==> config.mk <==
export PLATFORM = sky130hd
export DESIGN_NAME = mframe_gate
export DESIGN_NICKNAME = d
export VERILOG_FILES = /design/src/mframe_pkg.sv /design/src/mframe_gate.sv
export SDC_FILE = /design/constraint.sdc
export NUM_CORES = 1
export LEC_CHECK = 0
export ABC_AREA = 1
export BUFFER_PORTS_ARGS = -buffer_cell sky130_fd_sc_hd__buf_4
export CAP_MARGIN = 10
export CORE_MARGIN = 2
export CORE_UTILIZATION = 40
export DETAILED_ROUTE_END_ITERATION = 16
export PLACE_DENSITY = 0.69
export SLEW_MARGIN = 20
export SYNTH_ARGS = -nofsm -noshare
export SYNTH_HDL_FRONTEND = slang
export SYNTH_SLANG_ARGS = --single-unit
==> constraint.sdc <==
create_clock -name sys_clk -period 2.7 [get_ports sys_clk]
set_clock_uncertainty 0.05 [all_clocks]
set_input_delay 0.675 -clock sys_clk [delete_from_list [all_inputs] [get_ports sys_clk]]
set_output_delay 0.675 -clock sys_clk [all_outputs]
set_load 0.02 [all_outputs]
==> src/mframe_pkg.sv <==
// shared constants, register map and carrier types for the multiframe sync and data gate
// assumes a 32-bit APB master and a line framer running on the same system clock
package mframe_pkg;

    typedef enum logic [2:0] {
        MODE_TERMINAL = 3'h0,
        MODE_LINE_CARD_T = 3'h1,
        MODE_LINE_CARD_S = 3'h3,
        MODE_NETWORK_TERM = 3'h2,
        MODE_INTELLIGENT_NT = 3'h6
    } opmode_t;

    // register byte addresses
    localparam logic [7:0] ADDR_CTRL = 8'h00;
    localparam logic [7:0] ADDR_CMD = 8'h04;
    localparam logic [7:0] ADDR_STATUS = 8'h08;
    localparam logic [7:0] ADDR_SDATA = 8'h0C;

    // control register fields
    localparam int CTRL_MODE_LSB = 0;
    localparam int CTRL_PIN_SEL = 3;
    localparam int CTRL_MF_ENABLE = 4;
    localparam int CTRL_SM_DISABLE = 5;
    localparam int CTRL_TRANSMIT_INFO_SELECT_LSB = 6;
    localparam int CTRL_TD_DISABLE = 9;
    localparam int CTRL_STOP_GO = 10;
    localparam int CTRL_GPIO_OUT = 11;
    localparam int CTRL_GPIO_OE = 12;

    // status register fields
    localparam int STAT_FRAME_LSB = 0;
    localparam int STAT_ACTIVATED = 5;
    localparam int STAT_MULTIFRAME_SYNC_PIN = 6;
    localparam int STAT_AUX_IN = 7;
    localparam int STAT_LEVEL_LSB = 8;
    localparam int STAT_ACT_REQ = 12;

    // activation commands written to the command register
    localparam logic [3:0] CMD_DEACTIVATE = 4'h0;
    localparam logic [3:0] CMD_AR_PRIO_HIGH = 4'h8;
    localparam logic [3:0] CMD_AR_PRIO_LOW = 4'h9;
    localparam logic [3:0] CMD_AR_LOOP = 4'hA;

    localparam logic [2:0] TRANSMIT_INFO_SELECT_TRANSPARENT = 3'h3;
    localparam logic [4:0] FRAME_FIRST = 5'h01;
    localparam logic [4:0] FRAME_LAST = 5'h14;
    localparam logic [4:0] FRAME_AUX_2 = 5'h06;
    localparam logic [4:0] FRAME_AUX_3 = 5'h0B;
    localparam logic [4:0] FRAME_AUX_4 = 5'h10;

    localparam logic [31:0] CTRL_RESET = 32'h0000_0000;

    typedef struct packed {
        logic [7:0] b1;
        logic [7:0] b2;
        logic [1:0] d;
        logic [1:0] e;
    } chan_t;

    localparam int CHAN_W = $bits(chan_t);
    localparam chan_t CHAN_IDLE = '{b1: 8'hFF, b2: 8'hFF, d: 2'h3, e: 2'h3};

    typedef struct packed {
        logic auxFraming;
        logic multiframing;
        logic sBit;
    } mfbits_t;

endpackage

==> src/mframe_gate.sv <==
// multiframe counter with external M-bit sync, channel gating and bus-to-line FIFO
// assumes frameStart pulses once per S/T frame at the F-bit and the line framer shares sys_clk
//
// Local design decisions: the register addresses and the APB register port.
module mframe_fifo #(
    parameter int WIDTH = 20,
    parameter int DEPTH = 8
) (
    input wire logic sys_clk,
    input wire logic rst_b,
    input wire logic ce,
    input wire logic [WIDTH-1:0] inData,
    input wire logic inValid,
    output logic inReady,
    output logic [WIDTH-1:0] outData,
    output logic outValid,
    input wire logic outReady,
    output logic [$clog2(DEPTH):0] level
);
    localparam int AW = $clog2(DEPTH);
    logic [WIDTH-1:0] mem [DEPTH];
    logic [AW-1:0] wrPtr_q;
    logic [AW-1:0] rdPtr_q;
    logic [AW:0] count_q;
    logic push;
    logic pop;

    assign push = ce && inValid && (count_q != AW'(0) + (AW+1)'(DEPTH));
    assign pop = ce && outReady && (count_q != '0);
    assign inReady = (count_q != (AW+1)'(DEPTH));
    assign outValid = (count_q != '0);
    assign outData = mem[rdPtr_q];
    assign level = count_q;

    always_ff @(posedge sys_clk)
    begin
        if (push)
        begin
            mem[wrPtr_q] <= inData;
        end
    end

    always_ff @(posedge sys_clk or negedge rst_b)
    begin
        if (!rst_b)
        begin
            wrPtr_q <= '0;
            rdPtr_q <= '0;
            count_q <= '0;
        end
        else
        begin
            if (push)
            begin
                wrPtr_q <= (wrPtr_q == AW'(DEPTH - 1)) ? '0 : wrPtr_q + AW'(1);
            end
            if (pop)
            begin
                rdPtr_q <= (rdPtr_q == AW'(DEPTH - 1)) ? '0 : rdPtr_q + AW'(1);
            end
            count_q <= count_q + (AW+1)'(push) - (AW+1)'(pop);
        end
    end
endmodule

// Contract
// select bit turns pin four into M-bit
// pin direction follows operating mode only
// software sets multiframe enable in network modes
// sample sync input at each F-bit start
// input one forces frame 20, bits zero
// input zero: count frames 1..20, wrap
// held input keeps counter reset, bits zero
// one-frame zero gives frame 1, S11
// terminal modes drive received M-bit out
// outside logic samples pin at strobe fall
// terminal: line-to-bus transparent when active, else ones
// terminal: bus-to-line needs request or enable
// stop/go mode times D by priority
// line-card-T frame relation is flexible
// network modes: B1 B2 D gated likewise
// intelligent NT lets handler block D
// 20-frame multiframe, FA/M/S pattern
// select clear leaves pin as GPIO
module mframe_gate #(
    parameter int FIFO_DEPTH = 8
) (
    input wire logic sys_clk,
    input wire logic rst_b,
    input wire logic ce,
    input wire logic psel,
    input wire logic penable,
    input wire logic pwrite,
    input wire logic [7:0] paddr,
    input wire logic [31:0] pwdata,
    output logic [31:0] prdata,
    output logic pready,
    output logic pslverr,
    input wire logic frameStart,
    input wire logic activatedState,
    input wire logic rxMultiframing,
    input wire mframe_pkg::chan_t lineRxData,
    input wire logic lineRxValid,
    output mframe_pkg::chan_t busTxData,
    output logic busTxValid,
    input wire mframe_pkg::chan_t busRxData,
    input wire logic busRxValid,
    output logic busRxReady,
    output mframe_pkg::chan_t lineTxData,
    output logic lineTxValid,
    output mframe_pkg::mfbits_t lineTxBits,
    input wire logic stopGoPermit,
    input wire logic dchannelBlock,
    input wire logic auxPinIn,
    output logic auxPinOut,
    output logic auxPinOe,
    output logic [4:0] frameNumber
);
    logic [31:0] ctrl_q;
    logic [3:0] sData_q;
    logic actRequest_q;
    logic [2:0] auxSync_q;
    logic auxLevel_q;
    logic mbitSample_q;
    logic rxM_q;
    logic [4:0] frame_q;
    logic [4:0] frame_d;
    logic [$clog2(FIFO_DEPTH):0] fifoLevel;
    logic fifoInReady;
    mframe_pkg::chan_t fifoOut;
    logic fifoOutValid;
    logic fifoPop;
    mframe_pkg::opmode_t mode;
    logic pinSel;
    logic mfEnable;
    logic smDisable;
    logic tdDisable;
    logic stopGo;
    logic netMode;
    logic rxPass;
    logic txPass;
    logic apbAccess;
    logic mapped;
    logic [31:0] readWord;

    assign mode = mframe_pkg::opmode_t'(ctrl_q[mframe_pkg::CTRL_MODE_LSB +: 3]);
    assign pinSel = ctrl_q[mframe_pkg::CTRL_PIN_SEL];
    assign mfEnable = ctrl_q[mframe_pkg::CTRL_MF_ENABLE];
    assign smDisable = ctrl_q[mframe_pkg::CTRL_SM_DISABLE];
    assign tdDisable = ctrl_q[mframe_pkg::CTRL_TD_DISABLE];
    assign stopGo = ctrl_q[mframe_pkg::CTRL_STOP_GO];
    // network side: the M-bit pin is an input, otherwise an output
    assign netMode = (mode == mframe_pkg::MODE_LINE_CARD_S) || (mode == mframe_pkg::MODE_NETWORK_TERM)
        || (mode == mframe_pkg::MODE_INTELLIGENT_NT);

    // apb slave: one wait state so prdata and pready come from flops
    assign apbAccess = ce && psel && penable && !pready;
    assign mapped = (paddr == mframe_pkg::ADDR_CTRL) || (paddr == mframe_pkg::ADDR_CMD)
        || (paddr == mframe_pkg::ADDR_STATUS) || (paddr == mframe_pkg::ADDR_SDATA);

    always_comb
    begin
        readWord = '0;
        case (paddr)
            mframe_pkg::ADDR_CTRL: readWord = ctrl_q;
            mframe_pkg::ADDR_CMD: readWord = {31'h0000_0000, actRequest_q};
            mframe_pkg::ADDR_STATUS:
            begin
                readWord[mframe_pkg::STAT_FRAME_LSB +: 5] = frame_q;
                readWord[mframe_pkg::STAT_ACTIVATED] = activatedState;
                readWord[mframe_pkg::STAT_MULTIFRAME_SYNC_PIN] = mbitSample_q;
                readWord[mframe_pkg::STAT_AUX_IN] = auxLevel_q;
                readWord[mframe_pkg::STAT_LEVEL_LSB +: 4] = 4'(fifoLevel);
                readWord[mframe_pkg::STAT_ACT_REQ] = actRequest_q;
            end
            mframe_pkg::ADDR_SDATA: readWord = {28'h000_0000, sData_q};
            default: readWord = '0;
        endcase
    end

    always_ff @(posedge sys_clk or negedge rst_b)
    begin
        if (!rst_b)
        begin
            pready <= 1'b0;
            pslverr <= 1'b0;
            prdata <= '0;
        end
        else if (ce)
        begin
            pready <= apbAccess;
            pslverr <= apbAccess && !mapped;
            if (apbAccess && !pwrite)
            begin
                prdata <= readWord;
            end
        end
    end

    always_ff @(posedge sys_clk or negedge rst_b)
    begin
        if (!rst_b)
        begin
            ctrl_q <= mframe_pkg::CTRL_RESET;
            sData_q <= '0;
        end
        else if (apbAccess && pwrite)
        begin
            if (paddr == mframe_pkg::ADDR_CTRL)
            begin
                ctrl_q <= pwdata;
            end
            if (paddr == mframe_pkg::ADDR_SDATA)
            begin
                sData_q <= pwdata[3:0];
            end
        end
    end

    // activation request commands latch until a deactivate command
    always_ff @(posedge sys_clk or negedge rst_b)
    begin
        if (!rst_b)
        begin
            actRequest_q <= 1'b0;
        end
        else if (apbAccess && pwrite && paddr == mframe_pkg::ADDR_CMD)
        begin
            if (pwdata[3:0] == mframe_pkg::CMD_AR_PRIO_HIGH || pwdata[3:0] == mframe_pkg::CMD_AR_PRIO_LOW
                || pwdata[3:0] == mframe_pkg::CMD_AR_LOOP)
            begin
                actRequest_q <= 1'b1;
            end
            else if (pwdata[3:0] == mframe_pkg::CMD_DEACTIVATE)
            begin
                actRequest_q <= 1'b0;
            end
        end
    end

    // pin synchroniser: the level changes only once the second and third stages agree
    always_ff @(posedge sys_clk or negedge rst_b)
    begin
        if (!rst_b)
        begin
            auxSync_q <= '0;
            auxLevel_q <= 1'b0;
        end
        else if (ce)
        begin
            auxSync_q <= {auxSync_q[1:0], auxPinIn};
            if (auxSync_q[1] == auxSync_q[2])
            begin
                auxLevel_q <= auxSync_q[2];
            end
        end
    end

    // multiframe counter; frame 20 doubles as the reset frame since its bits are all zero
    always_comb
    begin
        frame_d = frame_q;
        if (netMode && !mfEnable)
        begin
            frame_d = mframe_pkg::FRAME_LAST;
        end
        else if (netMode && pinSel && auxLevel_q)
        begin
            frame_d = mframe_pkg::FRAME_LAST;
        end
        else if (frame_q == mframe_pkg::FRAME_LAST)
        begin
            frame_d = mframe_pkg::FRAME_FIRST;
        end
        else
        begin
            frame_d = frame_q + 5'h01;
        end
    end

    always_ff @(posedge sys_clk or negedge rst_b)
    begin
        if (!rst_b)
        begin
            frame_q <= mframe_pkg::FRAME_LAST;
            mbitSample_q <= 1'b0;
            lineTxBits <= '0;
        end
        else if (ce && frameStart)
        begin
            frame_q <= frame_d;
            mbitSample_q <= auxLevel_q && pinSel;
            lineTxBits.auxFraming <= (frame_d == mframe_pkg::FRAME_FIRST) || (frame_d == mframe_pkg::FRAME_AUX_2)
                || (frame_d == mframe_pkg::FRAME_AUX_3) || (frame_d == mframe_pkg::FRAME_AUX_4);
            lineTxBits.multiframing <= (frame_d == mframe_pkg::FRAME_FIRST);
            case (frame_d)
                mframe_pkg::FRAME_FIRST: lineTxBits.sBit <= sData_q[0];
                mframe_pkg::FRAME_AUX_2: lineTxBits.sBit <= sData_q[1];
                mframe_pkg::FRAME_AUX_3: lineTxBits.sBit <= sData_q[2];
                mframe_pkg::FRAME_AUX_4: lineTxBits.sBit <= sData_q[3];
                default: lineTxBits.sBit <= 1'b0;
            endcase
        end
    end

    assign frameNumber = frame_q;

    // received M-bit, updated at the F-bit so it stays stable across a strobe edge
    always_ff @(posedge sys_clk or negedge rst_b)
    begin
        if (!rst_b)
        begin
            rxM_q <= 1'b0;
        end
        else if (ce && frameStart)
        begin
            rxM_q <= rxMultiframing;
        end
    end

    always_ff @(posedge sys_clk or negedge rst_b)
    begin
        if (!rst_b)
        begin
            auxPinOut <= 1'b0;
            auxPinOe <= 1'b0;
        end
        else if (ce)
        begin
            if (pinSel)
            begin
                auxPinOe <= !netMode;
                auxPinOut <= netMode ? 1'b0 : rxM_q;
            end
            else
            begin
                auxPinOe <= ctrl_q[mframe_pkg::CTRL_GPIO_OE];
                auxPinOut <= ctrl_q[mframe_pkg::CTRL_GPIO_OUT];
            end
        end
    end

    // line to bus gating
    assign rxPass = activatedState
        || (smDisable && ctrl_q[mframe_pkg::CTRL_TRANSMIT_INFO_SELECT_LSB +: 3] == mframe_pkg::TRANSMIT_INFO_SELECT_TRANSPARENT);

    always_ff @(posedge sys_clk or negedge rst_b)
    begin
        if (!rst_b)
        begin
            busTxData <= mframe_pkg::CHAN_IDLE;
            busTxValid <= 1'b0;
        end
        else if (ce)
        begin
            busTxValid <= lineRxValid;
            if (lineRxValid)
            begin
                busTxData <= mframe_pkg::CHAN_IDLE;
                if (rxPass)
                begin
                    busTxData.b1 <= lineRxData.b1;
                    busTxData.b2 <= lineRxData.b2;
                    busTxData.d <= lineRxData.d;
                    if (!netMode)
                    begin
                        busTxData.e <= lineRxData.e;
                    end
                end
            end
        end
    end

    // bus to line: the FIFO decouples the bus frame from the line frame
    assign busRxReady = fifoInReady;
    assign fifoPop = frameStart;

    mframe_fifo #(
        .WIDTH(mframe_pkg::CHAN_W),
        .DEPTH(FIFO_DEPTH)
    ) dataFifo (
        .sys_clk(sys_clk),
        .rst_b(rst_b),
        .ce(ce),
        .inData(busRxData),
        .inValid(busRxValid),
        .inReady(fifoInReady),
        .outData(fifoOut),
        .outValid(fifoOutValid),
        .outReady(fifoPop),
        .level(fifoLevel)
    );

    // terminal side also needs an activation request, or an enabled transmitter without the state machine
    assign txPass = netMode ? activatedState : (smDisable ? !tdDisable : actRequest_q);

    always_ff @(posedge sys_clk or negedge rst_b)
    begin
        if (!rst_b)
        begin
            lineTxData <= mframe_pkg::CHAN_IDLE;
            lineTxValid <= 1'b0;
        end
        else if (ce)
        begin
            lineTxValid <= frameStart && fifoOutValid;
            if (frameStart)
            begin
                lineTxData <= mframe_pkg::CHAN_IDLE;
                if (fifoOutValid && txPass)
                begin
                    lineTxData.b1 <= fifoOut.b1;
                    lineTxData.b2 <= fifoOut.b2;
                    if (!(stopGo && !netMode && !stopGoPermit)
                        && !(mode == mframe_pkg::MODE_INTELLIGENT_NT && dchannelBlock))
                    begin
                        lineTxData.d <= fifoOut.d;
                    end
                end
            end
        end
    end
endmodule

Word level (Yosys, flattened, before mapping)
Memories as Yosys holds them, arrays and structs flattened.
Cells that the tools add are included.

word-level totals
  register bits after elaboration = 137
  RAM bits = 160
  input port bits = 94
  output and inout port bits = 87
  word-level logic and storage cells = 127
  memories = 1

memory list
  memory        words  bits a word  rd ports  clocked after Yosys merged registers in  wr ports  line               source
  dataFifo.mem  8      20           1         0                                        1         mframe_gate.sv:21  logic [WIDTH-1:0] mem [DEPTH];

operators by class
  add/sub/neg operators = 5
  equal/unequal tests = 19
  multiplexer cells = 21
  reduce and logical (&&, ||, !) cells = 53

operator list
  operator                                                          number
  13-bit case mux with 4 select lines                               1
  1-bit logical AND                                                 22
  20-bit 2-to-1 mux                                                 1
  19-bit 2-to-1 mux                                                 1
  18-bit 2-to-1 mux                                                 1
  8-bit by 4-bit == test with 1-bit output (second input constant)  2
  5-bit 2-to-1 mux                                                  3
  2-bit AND reduction                                               7
  4-bit == test (second input constant)                             3
  1-bit logical OR                                                  11
  5-bit == test (second input constant)                             2
  3-bit by 2-bit == test with 1-bit output (second input constant)  3
  3-bit == test (second input constant)                             3
  1-bit logical NOT                                                 9
  1-bit 2-to-1 mux                                                  9
  8-bit by 3-bit == test with 1-bit output (second input constant)  1
  8-bit logical NOT                                                 1
  3-bit by 1-bit adder with 3-bit output (second input constant)    2
  3-bit 2-to-1 mux                                                  2
  5-bit by 1-bit adder with 5-bit output (second input constant)    1
  5-bit by 1-bit == test with 1-bit output (second input constant)  1
  5-bit by 3-bit == test with 1-bit output (second input constant)  1
  5-bit by 4-bit == test with 1-bit output (second input constant)  1
  4-bit by 1-bit adder with 4-bit output                            1
  8 further kinds                                                   9

Longest topological paths before layout
  word-level depth = 11
  mapped depth = 12
  mapped depth without buffers = 12

Cells and area by module
From an unflattened synthesis, not the netlist that was laid out.

second synthesis, totals
  cells, all modules = 1387
  area, all modules = 13342.8 um^2

by module, submodules not included
  module       instances  cells an instance  area each (um^2)  seq. area each (um^2)
  mframe_fifo  1          768                7634.8            5054.8
  mframe_gate  1          619                5708.0            3228.1

Worst setup path after synthesis
OpenSTA, ideal clock, no wires.

  path type = input to register
  start = input ce
  end = memory dataFifo.mem[0][10] (enable)
  library setup time = 0.392 ns
  data arrival time = 2.071 ns
  data required time = 2.258 ns
  setup slack = 0.187 ns
  stages = 5
  buffers on the path = 1
  cell sequence = clkbuf_1 nand3_1 inv_1 nand2_1 nor2_1

on the way
  longest elaborated chain between the ends = 4

RTL lines
  item                                    line               source
  start, declared                         mframe_gate.sv:90  input wire logic ce,
  1-bit logical AND (2 in a row)          mframe_gate.sv:28  assign push = ce && inValid && (count_q != AW'(0) + (AW+1)'(DEPTH));
  via dataFifo.push                       mframe_gate.sv:25  logic push;
  1-bit 2-to-1 mux                        mframe_gate.sv:37  if (push)
  1-bit 2-to-1 mux (not written as such)  mframe_gate.sv:39  mem[wrPtr_q] <= inData;
  end, declared                           mframe_gate.sv:21

The timed path passes the listed nets, and every way through them passes these cells.

Worst setup path in the final report
  start = register dataFifo.count_q[2], in the netlist dataFifo.level[2]
  end = output busRxReady

on the way
  longest elaborated chain between the ends = 1

RTL lines
  item                    line                source
  start, declared         mframe_gate.sv:24   logic [AW:0] count_q;
  start signal, assigned  mframe_gate.sv:61   count_q <= count_q + (AW+1)'(push) - (AW+1)'(pop);
  4-bit inequality test   mframe_gate.sv:30   assign inReady = (count_q != (AW+1)'(DEPTH));
  end, declared           mframe_gate.sv:108  output logic busRxReady,

Every way passes these cells.

==> impl_metrics.yaml <==
status:
  status: "finished, final reports clean"
final_layout:
  diodes: 0
  mostFrequentLayoutCells: "205 x buf_4, 176 x nor2_1, 164 x nand2_1, 144 x edfxtp_1, 120 x o21ai_0"
  nNetsFinal: 1371
  seqCellArea_um2: 7804
  multi_input_area_um2: 3223
  stdcell_count: 1670
  fillers: 2562
  syn_to_final_growth_pct: 25.01
  drive_above_1_share: 0.2449
  layout.cells.most_common: "buf_4"
clock_tree:
  clk_latency_ns: 0.55
  cts_tree: "built"
  holdBufCountCts: 0
  root_buffer: "clkbuf_16"
  clk_pin_slew_worst_paths_ns: 0.06
  cts_max_level: 1
  cts_setup_buffers: 0
  clk_path_buf_depth: 3
  cts_buffers: 29
  cts_resized: 0
  cts_sinks: 281
floorplan:
  initial_core_util: 0.4044
  dieArea_um2: 30240
  die_y_um: 173.9
  io_pins: 181
  fp.dieW_um: 173.9
  coreArea_um2: 28550
  rows: 62
worst_setup_path:
  r2r-start: "dataFifo.level[2]"
  cp-startpoint: "dataFifo.level[2]"
  crit_chain: "inv_1, ha_1, nand3_1, buf_4"
  cp.arrival_ns: 1.48
  path_max_fanout: 4
  reg2reg_to: "dataFifo.level[1]"
  criticalPathCategory: "reg2out"
  crit_path_max_incr_delay_ns: 0.35
  crit_path_top_delay_cell: "dfrtp_1"
  reg2reg_depth: 11
  r2r_slack_ns: 0.50
  cp_top_family: "flip-flops"
  path_buf_inv: 2
  startpoint_type: "flop"
  required_ns: 1.98
  critPathCaptureType: "output pin"
synthesis:
  synth_xor_xnor_area_share: 0.001517
  synth.distinct_cells: 39
  synth_compound_area_frac: 0.1172
  netlist_area_um2: 11540
  synth-simple-area-share: 0.1373
  async_flop_share: 0.4875
  avgSynthCellArea_um2: 10.73
  synth.area.mux_share: 0.006178
  synth_cells: 1076
  synth_edf_count: 144
  synthAdderAreaFrac: 0.01474
  ys_ff_latch: 281
  synth_top_family_by_area: "simple AND/OR/NAND/NOR gates"
  ys.flop_type: "edfxtp_1"
  ys_warn_count: 0
  synth-seq-area-share: 0.6758
pwr:
  powerDensity_nw_per_um2: 894.7
  p_comb_frac: 0.257
  ir_drop_v: 0.0006680
  p_sw_w: 0.004063
  switching_share: 0.3147
  internal-power_w: 0.008849
  p_leak_nw: 6.239
  p_seq_frac: 0.421
  power_frac_clock: 0.321
global_route:
  grt_pass1_wl_um: 45650
  antenna_found_initial: 0
  grt_max_degree: 61
  grt_overflow_total: 0
  grt_use_total: 0.1920
  grt_pass1_vias: 8232
timing:
  slew-limit-headroom: 0.4200
  worstMarginPinSlew_ns: 0.8671
  rsz0062_at_grt: "false"
  finalSetupTns_ns: 0
  period_share: 0.8180
  finalCriticalPeriod_ns: 2.209
  slew_viol_final: 0
  max_clock_freq_ghz: 0.4528
  hold_viol: 0
  setup_viol_count_final: 0
job:
  cap_violations: 0
placement:
  place_inst: 1617
  port_buffers: 176
  gp_congestion: 0.8740
  hpwl_um: 18780
route:
  wirelength_um: 29430
  drc: 0
  routed-via-count: 8550
  drtPass1Iterations: 5
  detail_route.iter0.violations: 625
  viasPerCell: 5.120
  wl_per_cell_um: 17.62
  final_antenna_net_count: 0
worst_hold_path:
  hp-class: "in2async"
-- sequential cells by signal, indices dropped and copies added, names as in the netlist, 4 cells and up --
signal and cells:
prdata 32, lineTxData 18, sData_q 4, dataFifo.level 4, ctrl_q 32, busTxData 20, dataFifo.mem 144, frameNumber 5
-- cell families after synthesis --
kind of cell	after synthesis
AND/OR/NAND/NOR	390
flip-flops	281
AO/OA/AOI/OAI	251
buffers and inverters	133
adder cells (fa/ha/maj)	13
multiplexers	5
XOR/XNOR	2
other	1
-- stage by stage --
| stage | power [W] | hold WS [ns] | utilization | area, um2 | worst slack (ns) |
|---|---|---|---|---|---|
| global placement | 0.008743 | 0.4125 | 0.4704 | 13430 | 0.3262 |
| global route | 0.01358 | 0.09683 | 0.5056 | 14430 | 0.3139 |
| CTS | 0.01302 | 0.07716 | 0.5056 | 14430 | 0.4613 |
| floorplan | 0.007521 | 0.3294 | - | 11550 | 0.1869 |
| finish | 0.01291 | 0.06800 | 0.5056 | 14430 | 0.4914 |
| detailed placement | 0.008846 | 0.4172 | 0.4708 | 13440 | 0.3027 |
-- worst reg2reg max path, delay by kind of cell (launching register included) --
kind / cells / cell delay, ns
adders and majority gates: 4 / 1.13
DFF: 1 / 0.32
and+or+nand+nor: 2 / 0.30
buffers and inverters: 5 / 0.30
-- how the worst max path moves through the flow --
stage / slack, ns / cells after the start / endpoint
4_1_cts: 0.46 / 4 / busRxReady
5_1_grt: 0.31 / 11 / dataFifo.level[2]
3_5_place_dp: 0.30 / 9 / dataFifo.level[1]
3_3_place_gp: 0.33 / 9 / dataFifo.level[2]
2_1_floorplan: 0.19 / 5 / dataFifo.mem[0][10]
6_report: 0.49 / 4 / busRxReady
-- Yosys cell counts, types with 2 or more instances --
cell type / instances / share of area
ha_1: 12 / 0.013
nor2_1: 176 / 0.057
buf_4: 2 / 0.0013
dfrtp_1: 97 / 0.21
nand3_1: 30 / 0.013
o22ai_1: 38 / 0.021
o21ai_1: 2 / 0.00087
o21ai_0: 120 / 0.052
mux2_4: 4 / 0.0052
buf_2: 5 / 0.0022
dfstp_2: 40 / 0.091
o221ai_1: 3 / 0.0023
inv_2: 2 / 0.00065
nand4_1: 10 / 0.0054
inv_1: 74 / 0.024
buf_6: 3 / 0.0029
a21oi_1: 67 / 0.029
nand2_1: 164 / 0.053
clkbuf_1: 44 / 0.014
a31oi_1: 16 / 0.0087
a21oi_2: 3 / 0.0023
nor3_1: 3 / 0.0013
edfxtp_1: 144 / 0.37
xnor2_1: 2 / 0.0015
-- power by group through the flow --
| stage | combinational [W] | clock [W] | sequential, W |
|---|---|---|---|
| after floorplan | 0.00183 | 0 | 0.00569 |
| after global placement | 0.00323 | 0 | 0.00551 |
| after detailed placement | 0.00333 | 0 | 0.00552 |
| after CTS | 0.00334 | 0.00423 | 0.00544 |
| after global routing | 0.00368 | 0.00440 | 0.00550 |
| final | 0.00332 | 0.00415 | 0.00544 |
-- routing by layer --
layer,GRT usage,wire length (um)
met3,0.03456,2094
met4,0.06513,1006
met1,0.2521,12320
met2,0.3229,14010
met5,0,0
-- final cells by class --
| cell class | instances | area share |
|---|---|---|
| Sequential cell | 281 | 0.5407 |
| Multi-Input combinational cell | 663 | 0.2233 |
| Timing Repair Buffer | 210 | 0.1130 |
| Clock buffer | 38 | 0.05470 |
| Tap cell | 384 | 0.03329 |
| Inverter | 79 | 0.02098 |
| Clock inverter | 15 | 0.01404 |
No activity file was read; power rests on OpenSTA's default activity.
